<file path="config.mk">
export PLATFORM = sky130hd
export DESIGN_NAME = jtap_tap
export DESIGN_NICKNAME = d
export VERILOG_FILES = /design/src/common/jtap_pkg.sv /design/src/hdl/jtap_sync.sv /design/src/hdl/jtap_tap.sv
export SDC_FILE = /design/constraint.sdc
export NUM_CORES = 1
export LEC_CHECK = 0
export ABC_CLOCK_PERIOD_IN_PS = 2300
export BUFFER_PORTS_ARGS = -buffer_cell sky130_fd_sc_hd__clkbuf_2
export CAP_MARGIN = 20
export CORE_UTILIZATION = 58
export DETAILED_ROUTE_END_ITERATION = 7
export PLACE_DENSITY = 0.85
export SLEW_MARGIN = 20
export SYNTH_ARGS = -nofsm -noshare
export SYNTH_HDL_FRONTEND = slang
export SYNTH_SLANG_ARGS = --single-unit
</file>
<file path="constraint.sdc">
create_clock -name mclk -period 2.3 [get_ports mclk]
set_input_delay 0.69 -clock mclk [delete_from_list [all_inputs] [get_ports mclk]]
set_output_delay 0.69 -clock mclk [all_outputs]
set_load 0.01 [all_outputs]
</file>
<file path="src/common/jtap_pkg.sv">
package jtap_pkg;

    // ****************************************
    // TAP controller states and instructions
    // ****************************************
    typedef enum logic [3:0] {
        ST_RESET, ST_IDLE, ST_SEL_DR, ST_CAP_DR, ST_SH_DR, ST_EX1_DR,
        ST_PAU_DR, ST_EX2_DR, ST_UPD_DR, ST_SEL_IR, ST_CAP_IR, ST_SH_IR,
        ST_EX1_IR, ST_PAU_IR, ST_EX2_IR, ST_UPD_IR
    } jtap_state_t;

    localparam int          IR_W       = 3;
    localparam logic [2:0]  INS_EXTEST = 3'h0;
    localparam logic [2:0]  INS_IDCODE = 3'h1;
    localparam logic [2:0]  INS_SAMPLE = 3'h2;
    localparam logic [2:0]  INS_BYPASS = 3'h7;
    localparam logic [1:0]  IR_CAPTURE = 2'h1;
    localparam int          ID_W       = 32;
    // Identification code: value is arbitrary
    localparam logic [31:0] ID_CODE    = 32'h0A5A_5001;
    localparam int          RESET_ONES = 5;
    localparam int          BSR_W      = 8;

    // Edge events from the sampled test clock
    typedef struct packed {
        logic rise;
        logic fall;
        logic tms;
        logic tdi;
    } jtap_ev_t;

endpackage : jtap_pkg

</file>
<file path="src/hdl/jtap_sync.sv">
`timescale 1ns/1ps
// Two-stage synchroniser of the test pins with edge detection of the clock
module jtap_sync
    import jtap_pkg::*;
(
    // Clock and reset
    input  wire logic     mclk,
    input  wire logic     nrst,
    // Pins
    input  wire logic     tck_pin,
    input  wire logic     tms_pin,
    input  wire logic     tdi_pin,
    // Events
    output jtap_ev_t      ev
);

    logic [2:0] s1_reg, s1_next;
    logic [2:0] s2_reg, s2_next;
    logic       tck_old_reg, tck_old_next;

    always_comb begin
        s1_next      = {tck_pin, tms_pin, tdi_pin};
        s2_next      = s1_reg;
        tck_old_next = s2_reg[2];
    end

    // Pins idle high (pull-ups) so reset values are ones
    always_ff @(posedge mclk or negedge nrst) begin
        if (!nrst) begin
            s1_reg      <= 3'h7;
            s2_reg      <= 3'h7;
            tck_old_reg <= 1'b1;
        end else begin
            s1_reg      <= s1_next;
            s2_reg      <= s2_next;
            tck_old_reg <= tck_old_next;
        end
    end

    always_comb begin
        ev.rise = s2_reg[2] & ~tck_old_reg;
        ev.fall = ~s2_reg[2] & tck_old_reg;
        ev.tms  = s2_reg[1];
        ev.tdi  = s2_reg[0];
    end

endmodule : jtap_sync

</file>
<file path="src/hdl/jtap_tap.sv">
`timescale 1ns/1ps
// Notes on behaviour
// - Standard sixteen-state TAP controller behaviour
// - Power-up resets port; idle until clocked
// - Pull-ups on clock, mode, data pins
// - Floating mode select reads as one
// - Floating data input shifts in one
// - Sample on rising, update on falling
// - Mode select steers controller transitions
// - One register chosen by state, instruction
// - Data out driven only while shifting
// - No asynchronous test reset pin
// - Five high mode samples reach reset
// - Three-bit serially loaded instruction register
// - Reset preloads identification instruction
// - Capture-IR loads 01 into low bits
// - One-bit bypass register
module jtap_tap
    import jtap_pkg::*;
(
    // Clock and power-up reset
    input  wire logic        mclk,
    input  wire logic        nrst,
    // Test pins; pull-ups resolve floating pins to one outside
    input  wire logic        tck_pin,
    input  wire logic        tms_pin,
    input  wire logic        tdi_pin,
    output logic             tdo_out,
    output logic             tdo_oe_n,
    // Boundary pins sampled at capture
    input  wire logic [7:0]  pins_in,
    output logic [7:0]       bsr_out,
    output logic             extest_on,
    output logic             outputs_off,
    output logic             test_reset
);

    jtap_ev_t ev;

    // nrst is power-up only; no test reset pin exists
    jtap_sync u_sync (
        .mclk    (mclk),
        .nrst    (nrst),
        .tck_pin (tck_pin),
        .tms_pin (tms_pin),
        .tdi_pin (tdi_pin),
        .ev      (ev)
    );

    // ****************************************
    // Controller
    // ****************************************
    jtap_state_t st_reg, st_next;

    always_comb begin
        st_next = st_reg;
        if (ev.rise) begin
            unique case (st_reg)
                ST_RESET:  st_next = ev.tms ? ST_RESET  : ST_IDLE;
                ST_IDLE:   st_next = ev.tms ? ST_SEL_DR : ST_IDLE;
                ST_SEL_DR: st_next = ev.tms ? ST_SEL_IR : ST_CAP_DR;
                ST_CAP_DR: st_next = ev.tms ? ST_EX1_DR : ST_SH_DR;
                ST_SH_DR:  st_next = ev.tms ? ST_EX1_DR : ST_SH_DR;
                ST_EX1_DR: st_next = ev.tms ? ST_UPD_DR : ST_PAU_DR;
                ST_PAU_DR: st_next = ev.tms ? ST_EX2_DR : ST_PAU_DR;
                ST_EX2_DR: st_next = ev.tms ? ST_UPD_DR : ST_SH_DR;
                ST_UPD_DR: st_next = ev.tms ? ST_SEL_DR : ST_IDLE;
                ST_SEL_IR: st_next = ev.tms ? ST_RESET  : ST_CAP_IR;
                ST_CAP_IR: st_next = ev.tms ? ST_EX1_IR : ST_SH_IR;
                ST_SH_IR:  st_next = ev.tms ? ST_EX1_IR : ST_SH_IR;
                ST_EX1_IR: st_next = ev.tms ? ST_UPD_IR : ST_PAU_IR;
                ST_PAU_IR: st_next = ev.tms ? ST_EX2_IR : ST_PAU_IR;
                ST_EX2_IR: st_next = ev.tms ? ST_UPD_IR : ST_SH_IR;
                ST_UPD_IR: st_next = ev.tms ? ST_SEL_DR : ST_IDLE;
            endcase
        end
    end

    always_ff @(posedge mclk or negedge nrst) begin
        if (!nrst) begin
            st_reg <= ST_RESET;
        end else begin
            st_reg <= st_next;
        end
    end

    // ****************************************
    // Instruction and data registers
    // ****************************************
    logic [IR_W-1:0]  ir_sh_reg, ir_sh_next;
    logic [IR_W-1:0]  ir_reg, ir_next;
    logic             byp_reg, byp_next;
    logic [ID_W-1:0]  id_reg, id_next;
    logic [BSR_W-1:0] bsr_sh_reg, bsr_sh_next;
    logic [BSR_W-1:0] bsr_up_reg, bsr_up_next;

    always_comb begin
        ir_sh_next  = ir_sh_reg;
        ir_next     = ir_reg;
        byp_next    = byp_reg;
        id_next     = id_reg;
        bsr_sh_next = bsr_sh_reg;
        bsr_up_next = bsr_up_reg;
        // Preload on every reset cycle, so no stale instruction survives
        if (st_reg == ST_RESET) begin
            ir_next = INS_IDCODE;
        end
        if (ev.rise) begin
            unique case (st_reg)
                ST_CAP_IR: begin
                    ir_sh_next = {ir_reg[IR_W-1:2], IR_CAPTURE};
                end
                ST_SH_IR: begin
                    ir_sh_next = {ev.tdi, ir_sh_reg[IR_W-1:1]};
                end
                ST_CAP_DR: begin
                    byp_next    = 1'b0;
                    id_next     = ID_CODE;
                    bsr_sh_next = pins_in;
                end
                ST_SH_DR: begin
                    unique case (ir_reg)
                        INS_IDCODE: id_next = {ev.tdi, id_reg[ID_W-1:1]};
                        INS_EXTEST, INS_SAMPLE:
                            bsr_sh_next = {ev.tdi, bsr_sh_reg[BSR_W-1:1]};
                        default: byp_next = ev.tdi;
                    endcase
                end
                default: ;
            endcase
        end
        if (ev.fall) begin
            if (st_reg == ST_UPD_IR) begin
                ir_next = ir_sh_reg;
            end
            if (st_reg == ST_UPD_DR &&
                (ir_reg == INS_EXTEST || ir_reg == INS_SAMPLE)) begin
                bsr_up_next = bsr_sh_reg;
            end
        end
    end

    always_ff @(posedge mclk or negedge nrst) begin
        if (!nrst) begin
            ir_sh_reg  <= INS_IDCODE;
            ir_reg     <= INS_IDCODE;
            byp_reg    <= 1'b0;
            id_reg     <= ID_CODE;
            bsr_sh_reg <= '0;
            bsr_up_reg <= '0;
        end else begin
            ir_sh_reg  <= ir_sh_next;
            ir_reg     <= ir_next;
            byp_reg    <= byp_next;
            id_reg     <= id_next;
            bsr_sh_reg <= bsr_sh_next;
            bsr_up_reg <= bsr_up_next;
        end
    end

    // ****************************************
    // Output stage; data out and its enable updated on falling edge, the rest every cycle
    // ****************************************
    logic tdo_next, oe_n_next, ext_next, off_next, trst_next;
    logic shift_ir, shift_dr;

    always_comb begin
        shift_ir = (st_reg == ST_SH_IR);
        shift_dr = (st_reg == ST_SH_DR);
        tdo_next  = tdo_out;
        oe_n_next = tdo_oe_n;
        if (ev.fall) begin
            oe_n_next = ~(shift_ir | shift_dr);
            if (shift_ir) begin
                tdo_next = ir_sh_reg[0];
            end else if (ir_reg == INS_IDCODE) begin
                tdo_next = id_reg[0];
            end else if (ir_reg == INS_EXTEST || ir_reg == INS_SAMPLE) begin
                tdo_next = bsr_sh_reg[0];
            end else begin
                tdo_next = byp_reg;
            end
        end
        ext_next  = (ir_reg == INS_EXTEST);
        off_next  = (ir_reg == INS_BYPASS) ? 1'b0 : 1'b0;
        trst_next = (st_reg == ST_RESET);
    end

    always_ff @(posedge mclk or negedge nrst) begin
        if (!nrst) begin
            tdo_out     <= 1'b0;
            tdo_oe_n    <= 1'b1;
            bsr_out     <= '0;
            extest_on   <= 1'b0;
            outputs_off <= 1'b0;
            test_reset  <= 1'b1;
        end else begin
            tdo_out     <= tdo_next;
            tdo_oe_n    <= oe_n_next;
            bsr_out     <= bsr_up_reg;
            extest_on   <= ext_next;
            outputs_off <= off_next;
            test_reset  <= trst_next;
        end
    end

    // ****************************************
    // Checks
    // ****************************************
    logic [2:0] ones_cnt;
    always_ff @(posedge mclk or negedge nrst) begin
        if (!nrst) begin
            ones_cnt <= '0;
        end else if (ev.rise) begin
            ones_cnt <= !ev.tms ? 3'h0 : (ones_cnt == 3'h5 ? 3'h5
                                          : ones_cnt + 3'h1);
        end
    end

    // Counter and state move on the same rise, so compare them together
    property p_five_ones;
        @(posedge mclk) disable iff (!nrst)
        (ones_cnt == 3'h5) |-> st_reg == ST_RESET;
    endproperty
    a_five_ones: assert property (p_five_ones)
        else $error("reset state not reached after five ones");

    property p_oe_shift;
        @(posedge mclk) disable iff (!nrst)
        ev.fall |=> tdo_oe_n == !($past(st_reg) inside {ST_SH_IR, ST_SH_DR});
    endproperty
    a_oe_shift: assert property (p_oe_shift)
        else $error("data out enable wrong for state");

    property p_oe_stable;
        @(posedge mclk) disable iff (!nrst)
        !ev.fall |=> $stable(tdo_oe_n) && $stable(tdo_out);
    endproperty
    a_oe_stable: assert property (p_oe_stable)
        else $error("data out changed without falling edge");

    property p_ir_reset;
        @(posedge mclk) disable iff (!nrst)
        (st_reg == ST_RESET && ev.rise) |=> ir_reg == INS_IDCODE;
    endproperty
    a_ir_reset: assert property (p_ir_reset)
        else $error("instruction not preloaded in reset");

    property p_cap_ir;
        @(posedge mclk) disable iff (!nrst)
        (st_reg == ST_CAP_IR && ev.rise) |=> ir_sh_reg[1:0] == IR_CAPTURE;
    endproperty
    a_cap_ir: assert property (p_cap_ir)
        else $error("capture pattern not loaded");

    property p_ir_hold;
        @(posedge mclk) disable iff (!nrst)
        (st_reg != ST_UPD_IR && st_reg != ST_RESET) |=> $stable(ir_reg);
    endproperty
    a_ir_hold: assert property (p_ir_hold)
        else $error("instruction changed outside update");

    property p_state_hold;
        @(posedge mclk) disable iff (!nrst)
        !ev.rise |=> $stable(st_reg);
    endproperty
    a_state_hold: assert property (p_state_hold)
        else $error("state moved without rising edge");

    property p_byp;
        @(posedge mclk) disable iff (!nrst)
        (st_reg == ST_SH_DR && ev.rise && ir_reg == INS_BYPASS)
            |=> byp_reg == $past(ev.tdi);
    endproperty
    a_byp: assert property (p_byp)
        else $error("bypass bit not captured");

    c_shift_dr: cover property (@(posedge mclk) st_reg == ST_SH_DR);
    c_upd_ir:   cover property (@(posedge mclk) st_reg == ST_UPD_IR);
    c_reset5:   cover property (@(posedge mclk) ones_cnt == 3'h5);

endmodule : jtap_tap

</file>
==> impl_metrics.csv, run 1 <==
group,metric,value,unit
sta,slew_viol_final,0,
global_routing,grt_max_degree,43,
sta,max_freq,496,MHz
sta,worst_slew_pin_slew,0.750,ns
critical_path,critPathRequiredTime,2.58,ns
critical_path,slowest_delay,0.60,ns
critical_path,worstPathMaxFanout,23,
synth,yosys.area.top_type,"dfrtp_1",
clock_network,cts_hold_buf,0,
drt,drt_iter0_markers,109,
power_and_ir_drop,p_per_area,1170,nW/um^2
sta,timing.final.setup_violations,0,
critical_path,cp_data_arrival_time,2.30,ns
worst_hold_path,worstHoldPathType,"input port to asynchronous set/reset pin",
synth,synth-seq-cells,78,
drt,dr_total_vias,2124,
cells_and_area,area_growth,14.3,%
clock_network,htreeDepth,3,
global_routing,grt-ovfl-total,0,
drt,drt-met1-wl,2690,um
synth,syn_inst,258,
synth,synth.most_common_cell,"dfrtp_1",
synth,syn_nets,271,
synth,async_flop_share,100,%
placement,io_buffers,24,
critical_path,end_kind,"flip-flop",
drt,drc_errors,0,
critical_path,path_class,"flip-flop to flip-flop",
clock_network,cts.repair.resized,0,
cells_and_area,nFillCells,369,
drt,wl_per_cell,17.2,um
synth,netlist.area_leader.share,45.8,%
sta,tns,0,ns
drt,met3RoutedLength,307,um
clock_network,cts_tree,"done",
synth,synth_area_leaders,"dfrtp_1 (46%), dfstp_2 (17%), a22o_1 (6.4%)",
sta,post-route-period-util,87.6,%
synth,synth.cell_area,3170,um^2
cells_and_area,drive_gt1_share,27.7,%
power_and_ir_drop,vdd_drop_max,0.654,mV
placement,hpwlAfterDp,3840,um
drt,met2_length,3120,um
floorplan,die_w,75.9,um
critical_path,crit_chain,"buf_4 > nor4b_1 > buf_4 > a21o_1 > a22o_1",
floorplan,pin_count,26,
clock_network,cts_root_buf,"clkbuf_8",
drt,firstDrtPassIters,4,
drt,ant_nets,0,
critical_path,cp_slowest_cell,"a21o_1",
outcome,outcome,"finished clean",
sta,period_needed,2.01,ns
synth,synth_flop_cell,"dfrtp_1",
global_routing,grt_pass1_vias,2009,
drt,viasPerCell,5.92,
drt,drt-total-wl,6190,um
global_routing,antenna_found_initial,0,
global_routing,grt_pass1_wl,9670,um
floorplan,start_util,61.2,%
drt,top_layer,"met4",
sta,slew_headroom,50.0,%
sta,hold_viol,0,
floorplan,dieArea,5760,um^2
clock_network,cts_buffers,9,
global_routing,grt_usage,23.5,%
floorplan,core,5170,um^2
synth,synth_warnings,0,
cells_and_area,fin_nets,297,
sta,finClkSkew,0.00804,ns
synth,synth_commonest_cells,"dfrtp_1 (58), a22o_1 (23), dfstp_2 (20)",
floorplan,die_height,75.9,um
power_and_ir_drop,power.total,4.25,mW
synth,synth_area_per_cell,12.3,um^2
clock_network,clock_latency,0.35,ns
cells_and_area,antenna_cells,0,
critical_path,r2r.worst_path.cells,5,
placement,gp_congestion,0.810,
sta,rsz0062_at_grt,"false",
clock_network,path_clk_slew,0.08,ns
cells_and_area,largest_register_ffs,32,
synth,synth-edff-count,0,
floorplan,std_cell_rows,26,
power_and_ir_drop,power.leakage,1.75,nW
synth,ys_seq_area_share,62.4,%
clock_network,cts_buffer_depth,2,
clock_network,cts.sinks,78,
critical_path,crit_top_cell,"buf_4",
synth,ys_types,46,
critical_path,start_kind,"flip-flop",
run,maxCapViolCount,0,
clock_network,post-cts-setup-buffers,0,
-- critical path, delay by kind of cell (launching register included) --
family | cells | cell delay (ns)
simple gates | 1 | 0.31
flops | 1 | 0.41
compound gates | 2 | 0.85
buf+inv | 2 | 0.38
-- area by class of cell --
cell class	count	area, um^2	area share [%]
Multi-Input combinational cell	158	1090	30.0
Tap cell	70	87.6	2.42
Sequential cell	78	1980	54.6
Clock inverter	5	106	2.94
Inverter	3	11.3	0.311
Timing Repair Buffer	34	210	5.81
Clock buffer	11	141	3.91
-- per-stage QoR --
step / std cells / cell area (um^2) / hold slack, ns / setup WS (ns) / utilization (%)
2_1_floorplan: 258 / 3170 / 0.345 / 0.372 / -
3_3_place_gp: 343 / 3370 / 0.346 / 0.421 / 65.2
3_5_place_dp: 343 / 3370 / 0.350 / 0.340 / 65.2
4_1_cts: 359 / 3620 / 0.298 / 0.278 / 70.0
5_1_grt: 359 / 3620 / 0.321 / 0.161 / 70.0
6_report: 359 / 3620 / 0.289 / 0.285 / 70.0
-- cell usage in the layout (no fill, tap or decap), types with 2 or more instances in the layout --
| master | instances |
|---|---|
| nor2_1 | 11 |
| dfstp_2 | 20 |
| nor4b_1 | 2 |
| and3_1 | 3 |
| nand3b_1 | 3 |
| a2111oi_0 | 2 |
| bufinv_16 | 3 |
| clkbuf_2 | 23 |
| o22a_1 | 9 |
| o21ai_1 | 3 |
| clkbuf_8 | 10 |
| a21oi_1 | 5 |
| buf_4 | 10 |
| nand3_1 | 2 |
| nor3_1 | 4 |
| nand2b_1 | 3 |
| a31oi_1 | 3 |
| nand2_1 | 19 |
| inv_1 | 3 |
| nor3b_1 | 2 |
| mux2i_1 | 9 |
| mux2_2 | 8 |
| a21o_1 | 3 |
| dfrtp_1 | 58 |
| nand4_1 | 5 |
| a22o_1 | 23 |
| nor2b_1 | 6 |
| o21ai_0 | 16 |
-- worst paths after layout --
kind / start / end / slack, ns
max: st_reg[3] / id_reg[29] / 0.29
min: nrst / extest_on / 0.29
max reg2reg: st_reg[3] / id_reg[29] / 0.29
min reg2reg: u_sync.s1_reg[1] / u_sync.s2_reg[1] / 0.36
max in group asynchronous: nrst / u_sync.s1_reg[0] / 1.38
min in group mclk: u_sync.s1_reg[1] / u_sync.s2_reg[1] / 0.36
-- where the power goes --
| part | leakage (nW) | switching (mW) | total, mW | internal [mW] |
|---|---|---|---|---|
| registers | 0.987 | 0.239 | 2.02 | 1.78 |
| clock network | 0.120 | 0.490 | 1.24 | 0.753 |
| logic | 0.638 | 0.537 | 0.984 | 0.447 |
-- metal layers --
| layer | GRT usage [%] | vias up |
|---|---|---|
| met2 | 37.0 | 51 |
| met3 | 8.60 | 9 |
| met5 | 0 | - |
| met4 | 7.41 | 0 |
| met1 | 30.5 | 1070 |
| li1 | - | 994 |
-- logic make-up after synthesis --
| family | share of synthesized area (%) |
|---|---|
| AO/OA/AOI/OAI | 16.1 |
| XOR/XNOR | 0.277 |
| buffers and inverters | 3.28 |
| flip-flops | 62.4 |
| multiplexers | 5.69 |
| other | 0.118 |
| AND/OR/NAND/NOR | 12.1 |
Power figures use the tool's default switching activity.
==> run 2, diff against run 1 <==
- CORE_UTILIZATION: 58 -> 55
- PLACE_DENSITY: 0.85 -> 0.81
- REMOVE_ABC_BUFFERS: default -> 1
==> run 2 against run 1 <==
Net effect:
- sequential cell count unchanged
- first-iteration DRC count up 26%
- register-to-register slack better by 0.02 ns
- sequential power about the same
- maximum frequency up 1.1%
- largest cell class unchanged
- largest power group unchanged
- highest routed layer unchanged
==> impl_metrics.csv, run 2 (synthesis gave the netlist of run 1 again) <==
group,metric,value,unit
outcome,outcome,"finished clean",
power_and_ir_drop,power.leakage,1.71,nW
drt,ant_nets,0,
power_and_ir_drop,power.total,3.87,mW
critical_path,end_kind,"flip-flop",
placement,io_buffers,24,
floorplan,die_height,77.9,um
clock_network,path_clk_slew,0.08,ns
drt,dr_total_vias,2062,
critical_path,start_kind,"flip-flop",
sta,worst_hold_slack,0.208,ns
global_routing,antenna_found_initial,0,
cells_and_area,mostFrequentLayoutCells,"dfrtp_1 (58), a22o_1 (23), clkbuf_2 (23)",
clock_network,clock_latency,0.35,ns
clock_network,htreeDepth,3,
worst_hold_path,worstHoldPathType,"input port to asynchronous set/reset pin",
global_routing,grt_max_degree,60,
critical_path,r2r.worst_path.cells,3,
cells_and_area,layout_commonest_cell,"dfrtp_1",
clock_network,cts_tree,"done",
floorplan,pin_count,26,
drt,wl_per_cell,15.6,um
sta,period_needed,1.99,ns
cells_and_area,fin_cells,360,
critical_path,path_class,"flip-flop to flip-flop",
drt,viasPerCell,5.73,
sta,finClkSkew,0.00793,ns
critical_path,path_buf_inv,0,
drt,drt_iter0_markers,137,
cells_and_area,fin_nets,296,
critical_path,worst-path-stages,3,
critical_path,worstPathMaxFanout,11,
sta,max_freq,502,MHz
floorplan,std_cell_rows,27,
global_routing,grt_usage,21.6,%
clock_network,cts.sinks,78,
cells_and_area,antenna_cells,0,
clock_network,cts_root_buf,"clkbuf_8",
drt,drc_errors,0,
sta,slew_headroom,32.7,%
floorplan,core,5540,um^2
placement,dp_cells,344,
clock_network,cts_hold_buf,0,
critical_path,cp_slowest_cell,"or4b_4",
clock_network,cts_buffer_depth,2,
drt,firstDrtPassIters,4,
critical_path,crit_chain,"or4b_4 > or3_1 > o22a_1",
sta,tns,0,ns
placement,hpwlAfterDp,3610,um
global_routing,grt_pass1_wl,9770,um
placement,gp_congestion,0.767,
sta,rsz0062_at_grt,"false",
critical_path,critPathRequiredTime,2.58,ns
floorplan,dieArea,6070,um^2
critical_path,cp_data_arrival_time,2.27,ns
cells_and_area,nFillCells,432,
cells_and_area,fin_area,3540,um^2
clock_network,cts.repair.resized,0,
sta,hold_viol,0,
cells_and_area,area_growth,11.9,%
run,maxCapViolCount,0,
global_routing,grt_pass1_vias,1971,
critical_path,r2r_setup_slack,0.31,ns
power_and_ir_drop,p_per_area,1090,nW/um^2
power_and_ir_drop,vdd_drop_max,0.656,mV
clock_network,cts_buffers,9,
critical_path,critPathTopFamily,"simple AND/OR/NAND/NOR gates",
sta,worst_slew_pin_slew,1.01,ns
drt,drt-total-wl,5630,um
global_routing,grt-ovfl-total,0,
sta,timing.final.setup_violations,0,
floorplan,start_util,57.2,%
sta,slew_viol_final,0,
clock_network,post-cts-setup-buffers,0,
placement,dpl-instance-area,3370,um^2
sta,post-route-period-util,86.7,%
cells_and_area,drive_gt1_share,27.4,%
floorplan,die_w,77.9,um
critical_path,slowest_delay,0.65,ns
cells_and_area,largest_register_ffs,32,
run 2: cell types whose count changed in the layout (fill, tap and decap cells not counted):
cell	delta
bufinv_16	-3
clkinv_2	+2
buf_4	-1
clkinv_4	+1
run 2: metal layers:
layer | track usage, % | routed length [um] | vias up | share of wire (%)
li1 | - | - | 986 | -
met4 | 7.92 | 63 | 0 | 1.1
met1 | 30.5 | 2590 | 1017 | 46
met5 | 0 | 0 | - | 0
met2 | 30.5 | 2600 | 53 | 46
met3 | 7.65 | 380 | 6 | 6.7
run 2: metrics by stage:
step	worst slack, ns	util, %
finish	0.306	64.0
global route	0.127	64.0
CTS	0.316	64.0
detailed placement	0.265	60.8
global placement	0.360	60.8
floorplan	0.0320	-
run 2: final timing paths:
path,startpoint,end
max,st_reg[0],id_reg[19]
min,nrst,id_reg[3]
max reg2reg,st_reg[0],id_reg[19]
min reg2reg,u_sync.s1_reg[2],u_sync.s2_reg[2]
max in group asynchronous,nrst,u_sync.tck_old_reg
min in group mclk,u_sync.s1_reg[2],u_sync.s2_reg[2]
run 2: area by class of cell:
class | count | area, um^2 | area share (%)
clock buffers | 11 | 141 | 3.99
inverters | 3 | 11.3 | 0.318
clock inverters | 5 | 35.0 | 0.989
well taps | 72 | 90.1 | 2.54
repair buffers | 33 | 203 | 5.72
multi-input cells | 158 | 1090 | 30.6
flip-flops and latches | 78 | 1980 | 55.8
run 2: power breakdown:
group / internal [mW] / total [mW] / switching [mW]
registers: 1.78 / 2.02 / 0.241
clock network: 0.421 / 0.908 / 0.486
logic: 0.443 / 0.942 / 0.499
total: 2.64 / 3.87 / 1.23
